==> src/include/cpu_bit_branch_defs.svh <==
// offsets, reset values and step constants of the bit and branch unit
`ifndef CPU_BIT_BRANCH_DEFS_SVH
`define CPU_BIT_BRANCH_DEFS_SVH

`define OFS_CMD 8'h00
`define OFS_OPERAND 8'h04
`define OFS_BITSEL 8'h08
`define OFS_TARGET 8'h0C
`define OFS_PC 8'h10
`define OFS_CCR 8'h14
`define OFS_RESULT 8'h18
`define OFS_STATUS 8'h1C

`define CMD_W 12
`define PC_W 16
`define RST_PC 16'h0000
`define RST_CCR 4'h0
`define RST_BYTE 8'h00
`define RST_CMD 12'h000
`define INSTR_STEP 16'h0002
`define STATUS_TAKEN_BIT 0
`define STATUS_ERR_BIT 1
`define STATUS_EMPTY_BIT 2
`define STATUS_FULL_BIT 3
`define STATUS_DEPTH_LSB 8

`endif

==> src/include/cpu_bb_pkg.sv <==
// types shared by the bit and branch unit
package cpu_bb_pkg;

  typedef enum logic [3:0] {
    OP_NOP = 4'h0,
    OP_CARRY_XOR_BIT = 4'h1,
    OP_CARRY_XOR_INVERTED_BIT = 4'h2,
    OP_BIT_LOAD_TO_CARRY = 4'h3,
    OP_INVERTED_BIT_LOAD_TO_CARRY = 4'h4,
    OP_CARRY_STORE_TO_BIT = 4'h5,
    OP_INVERTED_CARRY_STORE_TO_BIT = 4'h6,
    OP_BRANCH_COND = 4'h7,
    OP_UNCONDITIONAL_JUMP = 4'h8,
    OP_ABSOLUTE_SUBROUTINE_CALL = 4'h9,
    OP_RELATIVE_SUBROUTINE_CALL = 4'hA,
    OP_SUBROUTINE_RETURN = 4'hB,
    OP_RSVD_C = 4'hC,
    OP_RSVD_D = 4'hD,
    OP_RSVD_E = 4'hE,
    OP_RSVD_F = 4'hF
  } op_t;

  typedef enum logic [3:0] {
    CC_BRANCH_ALWAYS = 4'h0,
    CC_BRANCH_NEVER = 4'h1,
    CC_BRANCH_HIGHER = 4'h2,
    CC_BRANCH_LOWER_OR_SAME = 4'h3,
    CC_BRANCH_CARRY_CLEAR = 4'h4,
    CC_BRANCH_CARRY_SET = 4'h5,
    CC_BRANCH_NOT_EQUAL = 4'h6,
    CC_BRANCH_EQUAL = 4'h7,
    CC_BRANCH_OVERFLOW_CLEAR = 4'h8,
    CC_BRANCH_OVERFLOW_SET = 4'h9,
    CC_BRANCH_PLUS = 4'hA,
    CC_BRANCH_MINUS = 4'hB,
    CC_BRANCH_GREATER_OR_EQUAL = 4'hC,
    CC_BRANCH_LESS_THAN = 4'hD,
    CC_BRANCH_GREATER_THAN = 4'hE,
    CC_BRANCH_LESS_OR_EQUAL = 4'hF
  } cond_t;

  // command word layout, msb first
  typedef struct packed {
    logic bit_from_reg;
    logic [2:0] imm_bit;
    cond_t cond;
    op_t op;
  } cmd_t;

  typedef struct packed {
    logic n;
    logic z;
    logic v;
    logic c;
  } ccr_t;

endpackage : cpu_bb_pkg

==> src/hw/cpu_bit_branch_exec.sv <==
// carry bit operations and branch execution behind an AHB-Lite slave
//
// Overview of operation
// - carry_xor_bit sets the carry to carry XOR the selected operand bit.
// - carry_xor_inverted_bit sets carry to carry XOR the inverted bit.
// - inverting bit operations take the bit number from the immediate only.
// - bit_load_to_carry copies the selected operand bit into the carry.
// - inverted_bit_load_to_carry puts the inverted bit into the carry.
// - carry_store_to_bit writes carry into the bit, other bits kept.
// - inverted_carry_store_to_bit writes the inverted carry into the bit.
// - a conditional branch loads the target only when its condition holds.
// - always, never, higher, lower_or_same, carry clear/set conditions.
// - equal, overflow, sign and signed compare conditions.
// - unconditional_jump always loads the pc with the operand address.
// - absolute_subroutine_call jumps to the operand address.
// - relative_subroutine_call jumps to the following address plus a signed displacement.
// - the return resumes at the address saved by the latest call.
// - other bit operations take the bit from immediate or register bits.
`timescale 1ns/1ps
`include "cpu_bit_branch_defs.svh"
module cpu_bit_branch_exec #(
  parameter int STACK_DEPTH = 8
) (
  input wire logic sys_clk,
  input wire logic rst,
  input wire logic ce,
  input wire logic hsel,
  input wire logic [31:0] haddr,
  input wire logic [1:0] htrans,
  input wire logic hwrite,
  input wire logic [2:0] hsize,
  input wire logic [31:0] hwdata,
  input wire logic hready,
  output logic hreadyout,
  output logic [31:0] hrdata,
  output logic hresp,
  output logic [15:0] pc_out,
  output logic carry_out
);
  import cpu_bb_pkg::*;

  function automatic logic cond_true(input cond_t cc, input ccr_t f);
    logic nv;
    nv = f.n ^ f.v;
    unique case (cc)
      CC_BRANCH_ALWAYS: cond_true = 1'b1;
      CC_BRANCH_NEVER: cond_true = 1'b0;
      CC_BRANCH_HIGHER: cond_true = ~(f.c | f.z);
      CC_BRANCH_LOWER_OR_SAME: cond_true = f.c | f.z;
      CC_BRANCH_CARRY_CLEAR: cond_true = ~f.c;
      CC_BRANCH_CARRY_SET: cond_true = f.c;
      CC_BRANCH_NOT_EQUAL: cond_true = ~f.z;
      CC_BRANCH_EQUAL: cond_true = f.z;
      CC_BRANCH_OVERFLOW_CLEAR: cond_true = ~f.v;
      CC_BRANCH_OVERFLOW_SET: cond_true = f.v;
      CC_BRANCH_PLUS: cond_true = ~f.n;
      CC_BRANCH_MINUS: cond_true = f.n;
      CC_BRANCH_GREATER_OR_EQUAL: cond_true = ~nv;
      CC_BRANCH_LESS_THAN: cond_true = nv;
      CC_BRANCH_GREATER_THAN: cond_true = ~(f.z | nv);
      CC_BRANCH_LESS_OR_EQUAL: cond_true = f.z | nv;
    endcase
  endfunction : cond_true

  function automatic logic hit(input logic [7:0] a, input logic [7:0] ofs);
    hit = (a == ofs);
  endfunction : hit

  // bus phase state
  logic [7:0] addr_reg;
  logic wr_pend_reg;
  logic rd_pend_reg;
  logic hready_reg;
  logic [31:0] hrdata_reg;

  // programmer visible state
  cmd_t cmd_reg;
  logic [7:0] operand_reg;
  logic [7:0] bitsel_reg;
  logic [15:0] target_reg;
  logic [15:0] pc_reg;
  ccr_t ccr_reg;
  logic [7:0] result_reg;
  logic taken_reg;
  logic err_reg;

  logic addr_phase;
  logic wr_cmd;
  cmd_t cmd_next;
  logic carry_next;
  logic [7:0] byte_next;
  logic writes_carry;
  logic writes_byte;
  logic [15:0] pc_step;
  logic [15:0] pc_next;
  logic taken_next;
  logic push;
  logic pop;
  logic err_event;
  logic [15:0] stack_top;
  logic stack_empty;
  logic stack_full;
  logic [7:0] stack_depth;
  logic [31:0] rd_next;

  assign addr_phase = hsel && htrans[1] && hready;
  assign wr_cmd = wr_pend_reg && hit(addr_reg, `OFS_CMD);
  assign cmd_next = cmd_t'(hwdata[`CMD_W-1:0]);
  assign pc_step = pc_reg + `INSTR_STEP;

  assign hreadyout = hready_reg;
  assign hrdata = hrdata_reg;
  assign pc_out = pc_reg;
  assign carry_out = ccr_reg.c;

  bit_carry_unit u_bits (
    .cmd(cmd_next),
    .operand(operand_reg),
    .bitsel(bitsel_reg),
    .carry(ccr_reg.c),
    .carry_next(carry_next),
    .byte_next(byte_next),
    .writes_carry(writes_carry),
    .writes_byte(writes_byte)
  );

  return_stack #(
    .DEPTH(STACK_DEPTH),
    .AW(`PC_W)
  ) u_stack (
    .sys_clk(sys_clk),
    .rst(rst),
    .ce(ce),
    .push(push),
    .pop(pop),
    .push_data(pc_step),
    .top(stack_top),
    .empty(stack_empty),
    .full(stack_full),
    .depth(stack_depth)
  );

  // next pc, stack traffic and fault detection for one command
  always_comb begin
    pc_next = pc_step;
    taken_next = 1'b0;
    push = 1'b0;
    pop = 1'b0;
    err_event = 1'b0;
    if (wr_cmd) begin
      unique case (cmd_next.op)
        OP_BRANCH_COND: begin
          if (cond_true(cmd_next.cond, ccr_reg)) begin
            pc_next = target_reg;
            taken_next = 1'b1;
          end
        end
        OP_UNCONDITIONAL_JUMP: begin
          pc_next = target_reg;
          taken_next = 1'b1;
        end
        OP_ABSOLUTE_SUBROUTINE_CALL: begin
          if (stack_full) begin
            err_event = 1'b1;
          end else begin
            push = 1'b1;
            pc_next = target_reg;
            taken_next = 1'b1;
          end
        end
        OP_RELATIVE_SUBROUTINE_CALL: begin
          if (stack_full) begin
            err_event = 1'b1;
          end else begin
            push = 1'b1;
            // displacement is a signed byte added to the following address
            pc_next = pc_step + {{8{target_reg[7]}}, target_reg[7:0]};
            taken_next = 1'b1;
          end
        end
        OP_SUBROUTINE_RETURN: begin
          if (stack_empty) begin
            err_event = 1'b1;
          end else begin
            pop = 1'b1;
            pc_next = stack_top;
            taken_next = 1'b1;
          end
        end
        default: begin
        end
      endcase
    end
  end

  // read data mux
  always_comb begin
    rd_next = 32'h0000_0000;
    unique case (addr_reg)
      `OFS_CMD: rd_next = {20'h00000, cmd_reg};
      `OFS_OPERAND: rd_next = {24'h000000, operand_reg};
      `OFS_BITSEL: rd_next = {24'h000000, bitsel_reg};
      `OFS_TARGET: rd_next = {16'h0000, target_reg};
      `OFS_PC: rd_next = {16'h0000, pc_reg};
      `OFS_CCR: rd_next = {28'h0000000, ccr_reg};
      `OFS_RESULT: rd_next = {24'h000000, result_reg};
      `OFS_STATUS: begin
        rd_next[`STATUS_TAKEN_BIT] = taken_reg;
        rd_next[`STATUS_ERR_BIT] = err_reg;
        rd_next[`STATUS_EMPTY_BIT] = stack_empty;
        rd_next[`STATUS_FULL_BIT] = stack_full;
        rd_next[`STATUS_DEPTH_LSB +: 8] = stack_depth;
      end
      default: rd_next = 32'h0000_0000;
    endcase
  end

  // address phase capture; reads get one wait state
  always_ff @(posedge sys_clk or posedge rst) begin
    if (rst) begin
      addr_reg <= 8'h00;
      wr_pend_reg <= 1'b0;
      rd_pend_reg <= 1'b0;
      hready_reg <= 1'b1;
    end else if (ce) begin
      if (rd_pend_reg) begin
        rd_pend_reg <= 1'b0;
        hready_reg <= 1'b1;
      end else if (addr_phase) begin
        addr_reg <= (haddr[31:8] == 24'h000000) ? haddr[7:0] : 8'hFF;
        wr_pend_reg <= hwrite;
        rd_pend_reg <= !hwrite;
        hready_reg <= hwrite;
      end else begin
        wr_pend_reg <= 1'b0;
      end
    end
  end

  always_ff @(posedge sys_clk or posedge rst) begin
    if (rst) begin
      hrdata_reg <= 32'h0000_0000;
    end else if (ce && rd_pend_reg) begin
      hrdata_reg <= rd_next;
    end
  end

  always_ff @(posedge sys_clk or posedge rst) begin
    if (rst) begin
      cmd_reg <= cmd_t'(`RST_CMD);
      operand_reg <= `RST_BYTE;
      bitsel_reg <= `RST_BYTE;
      target_reg <= `RST_PC;
    end else if (ce && wr_pend_reg) begin
      if (hit(addr_reg, `OFS_CMD)) begin
        cmd_reg <= cmd_next;
      end
      if (hit(addr_reg, `OFS_OPERAND)) begin
        operand_reg <= hwdata[7:0];
      end
      if (hit(addr_reg, `OFS_BITSEL)) begin
        bitsel_reg <= hwdata[7:0];
      end
      if (hit(addr_reg, `OFS_TARGET)) begin
        target_reg <= hwdata[15:0];
      end
    end
  end

  // program counter: direct write or command outcome
  always_ff @(posedge sys_clk or posedge rst) begin
    if (rst) begin
      pc_reg <= `RST_PC;
      taken_reg <= 1'b0;
    end else if (ce) begin
      if (wr_cmd) begin
        pc_reg <= pc_next;
        taken_reg <= taken_next;
      end else if (wr_pend_reg && hit(addr_reg, `OFS_PC)) begin
        pc_reg <= hwdata[15:0];
      end
    end
  end

  // flags: bit operations own the carry, software may load all four
  always_ff @(posedge sys_clk or posedge rst) begin
    if (rst) begin
      ccr_reg <= ccr_t'(`RST_CCR);
    end else if (ce) begin
      if (wr_cmd && writes_carry) begin
        ccr_reg.c <= carry_next;
      end else if (wr_pend_reg && hit(addr_reg, `OFS_CCR)) begin
        ccr_reg <= ccr_t'(hwdata[3:0]);
      end
    end
  end

  // stored byte; the operand register is not touched by a store
  always_ff @(posedge sys_clk or posedge rst) begin
    if (rst) begin
      result_reg <= `RST_BYTE;
    end else if (ce && wr_cmd && writes_byte) begin
      result_reg <= byte_next;
    end
  end

  // sticky stack fault, write one to clear, a new fault wins
  always_ff @(posedge sys_clk or posedge rst) begin
    if (rst) begin
      err_reg <= 1'b0;
    end else if (ce) begin
      if (err_event) begin
        err_reg <= 1'b1;
      end else if (wr_pend_reg && hit(addr_reg, `OFS_STATUS) &&
                   hwdata[`STATUS_ERR_BIT]) begin
        err_reg <= 1'b0;
      end
    end
  end

  always_ff @(posedge sys_clk or posedge rst) begin
    if (rst) begin
      hresp <= 1'b0;
    end else begin
      hresp <= 1'b0;
    end
  end

endmodule : cpu_bit_branch_exec

==> src/hw/bit_carry_unit.sv <==
// carry-flag bit operations on one operand byte
`timescale 1ns/1ps
module bit_carry_unit (
  input cpu_bb_pkg::cmd_t cmd,
  input logic [7:0] operand,
  input logic [7:0] bitsel,
  input logic carry,
  output logic carry_next,
  output logic [7:0] byte_next,
  output logic writes_carry,
  output logic writes_byte
);
  import cpu_bb_pkg::*;

  logic inverting;
  logic [2:0] pos;
  logic sel_bit;
  logic [7:0] mask;

  always_comb begin
    inverting = (cmd.op == OP_CARRY_XOR_INVERTED_BIT) ||
                (cmd.op == OP_INVERTED_BIT_LOAD_TO_CARRY) ||
                (cmd.op == OP_INVERTED_CARRY_STORE_TO_BIT);
    // inverting forms take the immediate only
    if (inverting || !cmd.bit_from_reg) begin
      pos = cmd.imm_bit;
    end else begin
      pos = bitsel[2:0];
    end
    sel_bit = operand[pos];
    mask = 8'h01 << pos;
    carry_next = carry;
    byte_next = operand;
    writes_carry = 1'b0;
    writes_byte = 1'b0;
    unique case (cmd.op)
      OP_CARRY_XOR_BIT: begin
        carry_next = carry ^ sel_bit;
        writes_carry = 1'b1;
      end
      OP_CARRY_XOR_INVERTED_BIT: begin
        carry_next = carry ^ ~sel_bit;
        writes_carry = 1'b1;
      end
      OP_BIT_LOAD_TO_CARRY: begin
        carry_next = sel_bit;
        writes_carry = 1'b1;
      end
      OP_INVERTED_BIT_LOAD_TO_CARRY: begin
        carry_next = ~sel_bit;
        writes_carry = 1'b1;
      end
      OP_CARRY_STORE_TO_BIT: begin
        byte_next = (operand & ~mask) | ({8{carry}} & mask);
        writes_byte = 1'b1;
      end
      OP_INVERTED_CARRY_STORE_TO_BIT: begin
        byte_next = (operand & ~mask) | ({8{~carry}} & mask);
        writes_byte = 1'b1;
      end
      default: begin
      end
    endcase
  end

endmodule : bit_carry_unit

==> src/hw/return_stack.sv <==
// return address stack for subroutine calls
`timescale 1ns/1ps
module return_stack #(
  parameter int DEPTH = 8,
  parameter int AW = 16
) (
  input wire logic sys_clk,
  input wire logic rst,
  input wire logic ce,
  input wire logic push,
  input wire logic pop,
  input wire logic [AW-1:0] push_data,
  output logic [AW-1:0] top,
  output logic empty,
  output logic full,
  output logic [7:0] depth
);
  logic [AW-1:0] mem [DEPTH];
  logic [7:0] count_reg;

  assign empty = (count_reg == 8'h00);
  assign full = (count_reg == 8'(DEPTH));
  assign depth = count_reg;
  assign top = empty ? '0 : mem[count_reg[$clog2(DEPTH)-1:0] - 1'b1];

  always_ff @(posedge sys_clk or posedge rst) begin
    if (rst) begin
      count_reg <= 8'h00;
    end else if (ce) begin
      if (push && !full) begin
        count_reg <= count_reg + 8'h01;
      end else if (pop && !empty) begin
        count_reg <= count_reg - 8'h01;
      end
    end
  end

  always_ff @(posedge sys_clk) begin
    if (ce && push && !full) begin
      mem[count_reg[$clog2(DEPTH)-1:0]] <= push_data;
    end
  end

endmodule : return_stack

==> config.mk <==
export PLATFORM = sky130hd
export DESIGN_NAME = cpu_bit_branch_exec
export DESIGN_NICKNAME = d
export VERILOG_FILES = /design/src/include/cpu_bb_pkg.sv /design/src/hw/cpu_bit_branch_exec.sv /design/src/hw/bit_carry_unit.sv /design/src/hw/return_stack.sv
export VERILOG_INCLUDE_DIRS = /design/src /design/src/include
export SDC_FILE = /design/constraint.sdc
export NUM_CORES = 1
export LEC_CHECK = 0
export BUFFER_PORTS_ARGS = -buffer_cell sky130_fd_sc_hd__buf_4
export CAP_MARGIN = 25
export CORE_MARGIN = 4
export CORE_UTILIZATION = 39
export DETAILED_ROUTE_END_ITERATION = 8
export PLACE_DENSITY = 0.62
export SLEW_MARGIN = 0
export SYNTH_ARGS = -nofsm -noshare
export SYNTH_HDL_FRONTEND = slang
export SYNTH_SLANG_ARGS = --single-unit
==> constraint.sdc <==
create_clock -name sys_clk -period 5.1 [get_ports sys_clk]
set_input_delay 1.02 -clock sys_clk [delete_from_list [all_inputs] [get_ports sys_clk]]
set_output_delay 1.02 -clock sys_clk [all_outputs]
set_load 0.005 [all_outputs]
**After elaboration in Yosys (flattened, before gate mapping)**

Memory sizes are Yosys's and may differ from the RTL's.
Index checks and enable logic that the tools add are counted.

- $lt $le $gt $ge: 1
- Multiplexer cells: 46
- Divide/modulo/power cells: 0
- Multiply operators: 0
- Shift-type cells: 1
- Add/sub/neg operators: 5
- Reduce and logical (&&, ||, !) cells: 48
- Equal/unequal tests: 35
- Bitwise operators: 21

Operator list:

| cell | number |
|---|---|
| 2-to-1 mux 16 bit | 6 |
| one-hot mux 16 bit (5 select lines) | 1 |
| equality test 4 bit (second input constant) | 12 |
| equality test 4 x 3 -> 1 bit (second input constant) | 8 |
| equality test 8 x 5 -> 1 bit (second input constant) | 4 |
| one-hot mux 4 bit (8 select lines) | 1 |
| one-hot mux 8 bit (4 select lines) | 1 |
| 2-to-1 mux 1 bit | 26 |
| bitwise AND 8 bit | 3 |
| equality test 8 x 4 -> 1 bit (second input constant) | 3 |
| zero test 24 bit | 1 |
| 2-to-1 mux 8 bit | 3 |
| one-hot mux 4 bit (6 select lines) | 1 |
| AND reduction 2 bit | 10 |
| adder 16 bit | 1 |
| adder 16 x 2 -> 16 bit (second input constant) | 1 |
| equality test 4 x 2 -> 1 bit (second input constant) | 4 |
| logical AND 1 bit | 16 |
| zero test 8 bit | 2 |
| bitwise OR 8 bit | 2 |
| one-hot mux 1 bit (16 select lines) | 1 |
| one-hot mux 8 bit (2 select lines) | 1 |
| NOT 1 bit | 10 |
| nonzero test 2 bit | 5 |
| other kinds (21) | 34 |

- Bits in registers: 109
- Memory bits (writable): 128
- Memories: 1
- ROM bits: 0
- Bits in latches: 0

Memory list:

| memory | words | bits a word | read ports | clocked after memory_dff | wr ports | RTL line | source |
|---|---|---|---|---|---|---|---|
| u_stack.mem | 8 | 16 | 1 | 0 | 1 | return_stack.sv:18 | `logic [AW-1:0] mem [DEPTH];` |

**Depth between registers and ports, before layout**

Gate-level depths: netlist of the first run.

- Depth in word-level cells: 11
- Depth in mapped cells: 16
- Gate-level depth less buffers: 14

**Hierarchy**

A second synthesis of the first run with hierarchy kept.

- Cell total of the unflattened synthesis: 1,069
- Area, all modules: 12,789.8 µm²

By module, submodules not included:

| module | area an instance (µm²) | cells an instance | instances |
|---|---|---|---|
| cpu_bit_branch_exec | 6,713.9 | 692 | 1 |
| return_stack | 5,585.4 | 306 | 1 |
| bit_carry_unit | 490.5 | 71 | 1 |

**Worst setup path after synthesis of the first run**

OpenSTA, ideal clock, no wires.

- Path type: register to register
- Start: register u_stack.count_reg[0] (netlist: u_stack.depth[0])
- End: register u_stack.count_reg[7] (netlist: u_stack.depth[7])
- Period minus slack after synthesis: 3,748 ps
- Cell stages (with the launch flop): 17
- Data arrival time: 3,623 ps
- Buffers on the path: 2
- Required time: 4,975 ps
- Setup slack: 1,352 ps
- Cells stage by stage: dfrtp_1 buf_2 buf_2 inv_1 ha_1 nor2b_1 and3_1 nor3_1 nand2_1 ha_1 a21o_1 a21oi_1 o21ai_0 o41ai_1 xor2_1 nor2_1 xor2_1

- Cells in the longest elaborated chain, start to end: 7
- Elaborated cells on any way between the ends: 18

Ends and longest elaborated chain:

| element | RTL line | source |
|---|---|---|
| start: declaration | return_stack.sv:19 | `logic [7:0] count_reg;` |
| start signal: assignment | return_stack.sv:31 | `count_reg <= count_reg + 8'h01;` |
| start signal: assignment | return_stack.sv:33 | `count_reg <= count_reg - 8'h01;` |
| equality test 8 x 4 -> 1 bit / zero test 8 bit (equally long branches) | return_stack.sv:22, return_stack.sv:21 |  |
| 2-to-1 mux 1 bit, on equally long branches | cpu_bit_branch_exec.sv:163, cpu_bit_branch_exec.sv:172, cpu_bit_branch_exec.sv:182 |  |
| 2-to-1 mux 1 bit, on equally long branches | n/a |  |
| 2-to-1 mux 1 bit | cpu_bit_branch_exec.sv:150 | `if (wr_cmd) begin` |
| logical AND 1 bit, on equally long branches | return_stack.sv:30, return_stack.sv:32 |  |
| nonzero test 2 bit (no line) | n/a |  |
| AND reduction 2 bit (no line) | n/a |  |

Parallel ways exist; a longest one is shown, timed or not. The select of a mux whose other input is x is not followed.
A chain may end at the register's enable or synchronous reset.

**Worst setup path after layout of the first run**

- Start: register u_stack.count_reg[1] (netlist: u_stack.depth[1])
- End: register u_stack.count_reg[7] (netlist: u_stack.depth[7])

The elaborated chain is that of the path after synthesis.

==> results by group, run 1 <==
Status
  • Outcome: completed

Cells and area
  • Largest register FFs: between 100 and 150
  • # nets final: approximately 1200
  • Most frequent cells in the layout: edfxtp_1 (128), nand2_1 (122), buf_4 (117)
  • Layout cell share with drive strength beyond 1: 0.226
  • Fin cells: between 1500 and 2000
  • Most common cell after layout, fill and taps aside: edfxtp_1
  • Area delta synth->final: 15.6%

Clock tree
  • Clock Sinks: between 200 and 250
  • Buffers from clock root to sink, at most: 3
  • Htree depth: 1
  • CTS Hold Bufs: 0
  • CTS tree: built
  • Post-cts sizing count: 0
  • Number of CTS-inserted buffers: 25
  • Clk root buf: clkbuf_16
  • Clk slew on worst S/H paths: 0.06 ns
  • Clk_lat worst skew: around 0.52 ns
  • Post-CTS Setup Bufs: 0

Power
  • Leakage power figure: 5.72 nW
  • Cell Pwr Density: 300 nW/µm²
  • Peak VDD IR: ~0.00015 V
  • Power Total: between 4 and 5 mW

Drt
  • DRC errors left: 0
  • Vias per inst: ~5.9
  • Drt total wl: 34.8 mm
  • TritonRoute pass-1 iters: 5
  • Initial DRC Count: 885
  • Post-DR wirelength/cell: ~23 µm
  • Via count: around 9000
  • ANT nets after route: 0

Critical path
  • Reg-to-reg setup timing slack: between 0.9 and 1 ns
  • Worst reg2reg path depth: 14
  • R2R Path End: u_stack.depth[7]$_DFFE_PP0P_
  • Worst Path Max Fanout: 9
  • CP startpoint kind: flip-flop
  • CP Data Required Time: 5.50 ns
  • Crit path DAT: about 4.5 ns
  • FF-to-FF Start: u_stack.depth[1]$_DFFE_PP0P_
  • WS Path Type: flip-flop to flip-flop
  • CP Capture Type: flip-flop

Synth
  • FF+latch count, synth: 237
  • Cells after Synth: a little over 1000
  • Synth Warn #: 0
  • Synthesized cell area: between 10000 and 15000 µm²
  • Mean Syn Cell Area: between 10 and 15 µm²
  • Number of enable flip-flop cells after synthesis: about 130
  • Async set or reset register ratio after synthesis: 0.460
  • Main synth FF type: edfxtp_1
  • Distinct cells, synth: 83
  • Share of the yosys chip area belonging to registers: 0.531

STA
  • Fmax: ~0.24 GHz
  • Rel. slew slack: 0.325
  • Setup TNS: 0 ns
  • Setup violators final: 0
  • Worst slew pin tran: slightly above 1 ns
  • Worst clock skew: between 0.01 and 0.015 ns
  • Slew Limit Fails: 0
  • Hold Vio Cnt, Final: 0
  • Part of the cycle the worst path needs: 0.806
  • RSZ-0062 raised after global routing: no
  • Final critical-path required period: approximately 4 ns

Floorplan
  • Starting Density: 0.400
  • Die width: around 190 µm
  • Core ar.: around 31000 µm²
  • Die height: ~190 µm
  • DIE AREA: between 30000 and 40000 µm²
  • # IOs: 126
  • FP Rows: 64

Placement
  • GP Congestion: between 0.9 and 1
  • Cells after DPL: ~1500
  • Buffers added on ports: 88
  • Final HPWL DP: approximately 24 mm

Job
  • Maxcap violations: 0

Min path
  • Worst Hold Class: input pin to asynchronous set/reset pin

Global routing
  • First-pass GRT wire length: around 53 mm
  • Global Route Usage Sum: 0.197
  • Initial antenna violation count: 0
  • Grt ovf: 0
  • Vias in the first global route: 8792
  • Largest net degree at the start of global routing: 80
## cell families (layout without fill, tap and decap cells)
logic type               count (synthesis)  count (layout)  synth area share
flip-flops                             237             237             0.531
AND/OR/NAND/NOR                        300             300             0.120
multiplexers                           106             106             0.124
XOR/XNOR                                37              37            0.0268
other                                    1              18          0.000303
buffers and inverters                   92             183            0.0386
adder cells (fa/ha/maj)                 28              28            0.0295
AO/OA/AOI/OAI                          233             233             0.129
## area by class of cell
| class | count | area, µm² |
|---|---|---|
| clock inverters | 13 | 146 |
| repair buffers | 118 | 906 |
| diodes | 1 | 2.50 |
| multi-input cells | 721 | 5410 |
| flip-flops and latches | 237 | 6570 |
| inverters | 20 | 77.6 |
| fillers | 2845 | 16700 |
| well taps | 396 | 495 |
| clock buffers | 32 | 703 |
## worst max-delay path, stage by stage, from the launching register on
cell and delay, ns:
dfrtp_1 0.62, inv_1 0.17, ha_2 0.21, nor2b_1 0.15
and3_1 0.27, nor3_1 0.51, nand2_1 0.39, ha_1 0.38
a21o_1 0.18, a21oi_1 0.20, o21ai_0 0.17, o41ai_1 0.36
xor2_1 0.17, nor2_1 0.07, xor2_1 0.16
## through the flow
| step | hold WS, ns | utilization | worst slack [ns] | area, µm² |
|---|---|---|---|---|
| final | 0.468 | 0.462 | 0.991 | 14300 |
| after global routing | 0.484 | 0.462 | 0.675 | 14300 |
| after global placement | 0.457 | 0.433 | 1.06 | 13400 |
| after CTS | 0.480 | 0.461 | 1.04 | 14300 |
| after floorplan | 0.432 | - | 1.21 | 12400 |
| after detailed placement | 0.467 | 0.433 | 1.03 | 13400 |
## synth_stat cells, types with 3 or more instances
master,count,share of area
a211oi_1,8,0.0049
a21o_1,7,0.0042
a21oi_1,40,0.016
a221oi_1,17,0.012
a222oi_1,4,0.0032
a22o_1,9,0.0064
a22oi_1,3,0.0018
a311oi_1,5,0.0035
a31oi_1,8,0.0040
and2_1,7,0.0035
and3_1,4,0.0020
and4_1,4,0.0028
buf_1,7,0.0021
buf_2,24,0.0097
buf_4,23,0.014
clkbuf_1,15,0.0045
dfrtp_1,108,0.22
edfxtp_1,128,0.31
ha_1,26,0.026
inv_1,20,0.0061
mux2_2,34,0.031
mux2i_1,37,0.030
mux4_2,35,0.064
nand2_1,122,0.037
nand2b_1,8,0.0040
nand3_1,30,0.012
nand3b_1,4,0.0024
nand4_1,10,0.0051
nor2_1,52,0.016
nor2_2,4,0.0020
nor2b_1,11,0.0056
nor3_1,11,0.0044
nor4_1,7,0.0035
o2111ai_1,3,0.0021
o211ai_1,6,0.0036
o21a_1,5,0.0030
o21ai_0,62,0.025
o21ai_1,5,0.0020
o22a_1,10,0.0071
o22ai_1,8,0.0040
o2bb2ai_1,3,0.0021
or4_1,4,0.0024
xnor2_1,15,0.011
xor2_1,21,0.015
## layer usage
layer | vias to the layer above | track usage | share of wire
met2 | 365 | 0.303 | 0.45
met5 | - | 0 | 0
li1 | 4090 | - | -
met1 | 4518 | 0.289 | 0.45
met4 | 0 | 0.0420 | 0.018
met3 | 49 | 0.0438 | 0.083
## worst max path at each step
stage | startpoint | end | slack, ns
after floorplan | rst | addr_reg[0]$_DFFE_PP0P_ | 1.21
after global placement | hwdata[2] | u_stack.depth[7]$_DFFE_PP0P_ | 1.06
after detailed placement | hwdata[2] | u_stack.depth[7]$_DFFE_PP0P_ | 1.03
after CTS | u_stack.depth[1]$_DFFE_PP0P_ | u_stack.depth[7]$_DFFE_PP0P_ | 1.04
after global routing | u_stack.depth[1]$_DFFE_PP0P_ | u_stack.depth[7]$_DFFE_PP0P_ | 0.67
final | u_stack.depth[1]$_DFFE_PP0P_ | u_stack.depth[7]$_DFFE_PP0P_ | 0.99
## report_power, final
group          switching [mW]  internal, mW  total (mW)
Clock                   0.758          1.12        1.88
Sequential             0.0508          2.05        2.10
Combinational           0.183         0.121       0.304
Total                   0.991          3.30        4.29
Note: power is estimated with default switching activity, not from simulation.
==> inputs of run 2 (changes only) <==
--- a/config.mk
+++ b/config.mk
@@ -11,7 +11,7 @@
 export CORE_MARGIN = 4
 export CORE_UTILIZATION = 39
 export DETAILED_ROUTE_END_ITERATION = 8
-export PLACE_DENSITY = 0.62
+export PLACE_DENSITY = 0.64
 export SLEW_MARGIN = 0
 export SYNTH_ARGS = -nofsm -noshare
 export SYNTH_HDL_FRONTEND = slang
==> constraint.sdc (replaced) <==
create_clock -name sys_clk -period 3.76 [get_ports sys_clk]
set_input_delay 0.752 -clock sys_clk [delete_from_list [all_inputs] [get_ports sys_clk]]
set_output_delay 0.752 -clock sys_clk [all_outputs]
set_load 0.005 [all_outputs]
==> run 2 against run 1 <==
Die area is the same. Worst setup slack lost 0.65 ns. Critical path depth shrank 2. Core utilization grew 0.42 points. Fmax grew 20%. Non-clock buffer count grew 21. First-iteration DRC count grew 2.5%. Critical endpoint is now pc_out[15]$_DFFE_PP0P_. Largest power group unchanged.
==> results by group, run 2 (synthesis gave the netlist of run 1 again) <==
Clock tree
  • CTS tree: built (unchanged)
  • Buffers from clock root to sink, at most: 3 (unchanged)
  • Number of CTS-inserted buffers: 25 (unchanged)
  • Clk root buf: clkbuf_16 (unchanged)
  • Post-cts sizing count: 0 (unchanged)
  • Clk_lat worst skew: 0.53 ns (was 0.52 ns)
  • Post-CTS Setup Bufs: 0 (unchanged)
  • Clock Sinks: 237 (unchanged)
  • Htree depth: 1 (unchanged)
  • CTS Hold Bufs: 0 (unchanged)
  • Clk slew on worst S/H paths: 0.07 ns (was 0.06 ns)

Drt
  • Initial DRC Count: 907 (was 885)
  • ANT nets after route: 0 (unchanged)
  • Via count: 9015 (was 9022)
  • Vias per inst: 5.78 (was 5.87)
  • DRC errors left: 0 (unchanged)
  • TritonRoute pass-1 iters: 5 (unchanged)
  • Drt total wl: 34.8 mm (about the same)
  • Post-DR wirelength/cell: 22.3 µm (was 22.6 µm)

Power
  • Leakage power figure: 5.82 nW (was 5.72 nW)
  • Peak VDD IR: 0.000204 V (was 0.000150 V)
  • Cell Pwr Density: 401 nW/µm² (was 300 nW/µm²)

Global routing
  • Largest net degree at the start of global routing: 64 (was 80)
  • Grt ovf: 0 (unchanged)
  • Vias in the first global route: 8763 (was 8792)
  • Initial antenna violation count: 0 (unchanged)
  • Global Route Usage Sum: 0.197 (about the same)
  • First-pass GRT wire length: 52.9 mm (was 52.6 mm)

Placement
  • Cells after DPL: 1513 (was 1491)
  • Buffers added on ports: 88 (unchanged)
  • Final HPWL DP: 25.2 mm (was 24.3 mm)
  • Setup WS pre-CTS: 0.485 ns (was 1.03 ns)
  • GP Congestion: 0.933 (was 0.934)

Floorplan
  • DIE AREA: 34700 µm² (unchanged)
  • Die height: 186 µm (unchanged)
  • Core ar.: 31000 µm² (unchanged)
  • Starting Density: 0.400 (unchanged)
  • FP Rows: 64 (unchanged)
  • # IOs: 126 (unchanged)
  • Die width: 186 µm (unchanged)

Cells and area
  • Area delta synth->final: 16.6% (was 15.6%)
  • Most frequent cells in the layout: buf_4 (138), edfxtp_1 (128), nand2_1 (122) (was edfxtp_1 (128), nand2_1 (122), buf_4 (117))
  • Layout Utilization: 0.466 (was 0.462)
  • Fin cells: 1559 (was 1538)
  • Most common cell after layout, fill and taps aside: buf_4 (was edfxtp_1)
  • Layout cell share with drive strength beyond 1: 0.236 (was 0.226)
  • # nets final: 1247 (was 1226)
  • Antenna diode count: 0 (was 1)
  • Largest register FFs: 128 (unchanged)

STA
  • Worst clock skew: 0.0167 ns (was 0.0149 ns)
  • Worst slew pin tran: 0.801 ns (was 1.01 ns)
  • Final critical-path required period: 3.42 ns (was 4.11 ns)
  • Part of the cycle the worst path needs: 0.909 (was 0.806)
  • Setup TNS: 0 ns (unchanged)
  • Slew Limit Fails: 0 (unchanged)
  • Hold Vio Cnt, Final: 0 (unchanged)
  • RSZ-0062 raised after global routing: no (unchanged)
  • Hold slack: 0.381 ns (was 0.468 ns)
  • Final setup margin: 0.341 ns (was 0.991 ns)
  • Fmax: 0.292 GHz (was 0.243 GHz)
  • Rel. slew slack: 0.465 (was 0.325)
  • Setup violators final: 0 (unchanged)

Critical path
  • CP Data Required Time: 4.15 ns (was 5.50 ns)
  • Crit path DAT: 3.81 ns (was 4.51 ns)
  • CP Capture Type: flip-flop (unchanged)
  • WS Path Type: flip-flop to flip-flop (unchanged)
  • Worst Path Max Fanout: 7 (was 9)
  • CP startpoint kind: flip-flop (unchanged)

Job
  • Maxcap violations: 0 (unchanged)

Status
  • Outcome: completed (unchanged)

Min path
  • Worst Hold Class: input pin to asynchronous set/reset pin (unchanged)
==> run 2: per-stage QoR <==
stage / power (mW) / area (µm²)
2_1_floorplan: 3.14 / 12400
3_3_place_gp: 3.32 / 13600
3_5_place_dp: 3.32 / 13600
4_1_cts: 5.83 / 14400
5_1_grt: 5.99 / 14400
6_report: 5.79 / 14400
==> run 2: worst paths after layout <==
| kind | cells past startpoint | end | startpoint | slack, ns |
|---|---|---|---|---|
| max | 12 | pc_out[15]$_DFFE_PP0P_ | pc_out[5]$_DFFE_PP0P_ | 0.34 |
| min | 2 | addr_reg[7]$_DFFE_PP0P_ | rst | 0.38 |
| max reg2reg | 12 | pc_out[15]$_DFFE_PP0P_ | pc_out[5]$_DFFE_PP0P_ | 0.34 |
| min reg2reg | 1 | hrdata[2]$_DFFE_PP0P_ | hrdata[2]$_DFFE_PP0P_ | 0.47 |
| max in group asynchronous | 3 | u_stack.depth[0]$_DFFE_PP0P_ | rst | 2.59 |
| min in group sys_clk | 2 | addr_reg[5]$_DFFE_PP0P_ | haddr[5] | 0.43 |
==> run 2: routing by layer <==
| metal | GRT usage | vias up | share of wire |
|---|---|---|---|
| met4 | 0.0466 | 0 | 0.020 |
| met2 | 0.298 | 341 | 0.45 |
| met5 | 0 | - | 0 |
| li1 | - | 4138 | - |
| met1 | 0.292 | 4486 | 0.44 |
| met3 | 0.0453 | 50 | 0.091 |
==> run 2: area by class of cell <==
class / count / area (µm²)
well taps: 396 / 495
multi-input cells: 721 / 5400
repair buffers: 139 / 1060
clock inverters: 13 / 148
clock buffers: 33 / 686
inverters: 20 / 77.6
fillers: 2821 / 16600
flip-flops and latches: 237 / 6570
==> run 2: power breakdown <==
| group | internal [mW] | total [mW] | leakage (nW) | switching, mW |
|---|---|---|---|---|
| Combinational | 0.175 | 0.445 | 2.74 | 0.270 |
| Sequential | 2.78 | 2.83 | 2.67 | 0.0467 |
| Clock | 1.49 | 2.51 | 0.411 | 1.02 |
==> run 2: critical path, stage by stage (launching register included) <==
cell and delay [ns]:
dfrtp_1 0.55, and4_1 0.31, nand3_1 0.19, nor2_1 0.24
xnor2_1 0.20, ha_1 0.34, a21oi_1 0.20, a21boi_0 0.15
a311oi_1 0.42, a211oi_1 0.16, or3_1 0.36, nand3_1 0.09
a21oi_1 0.07
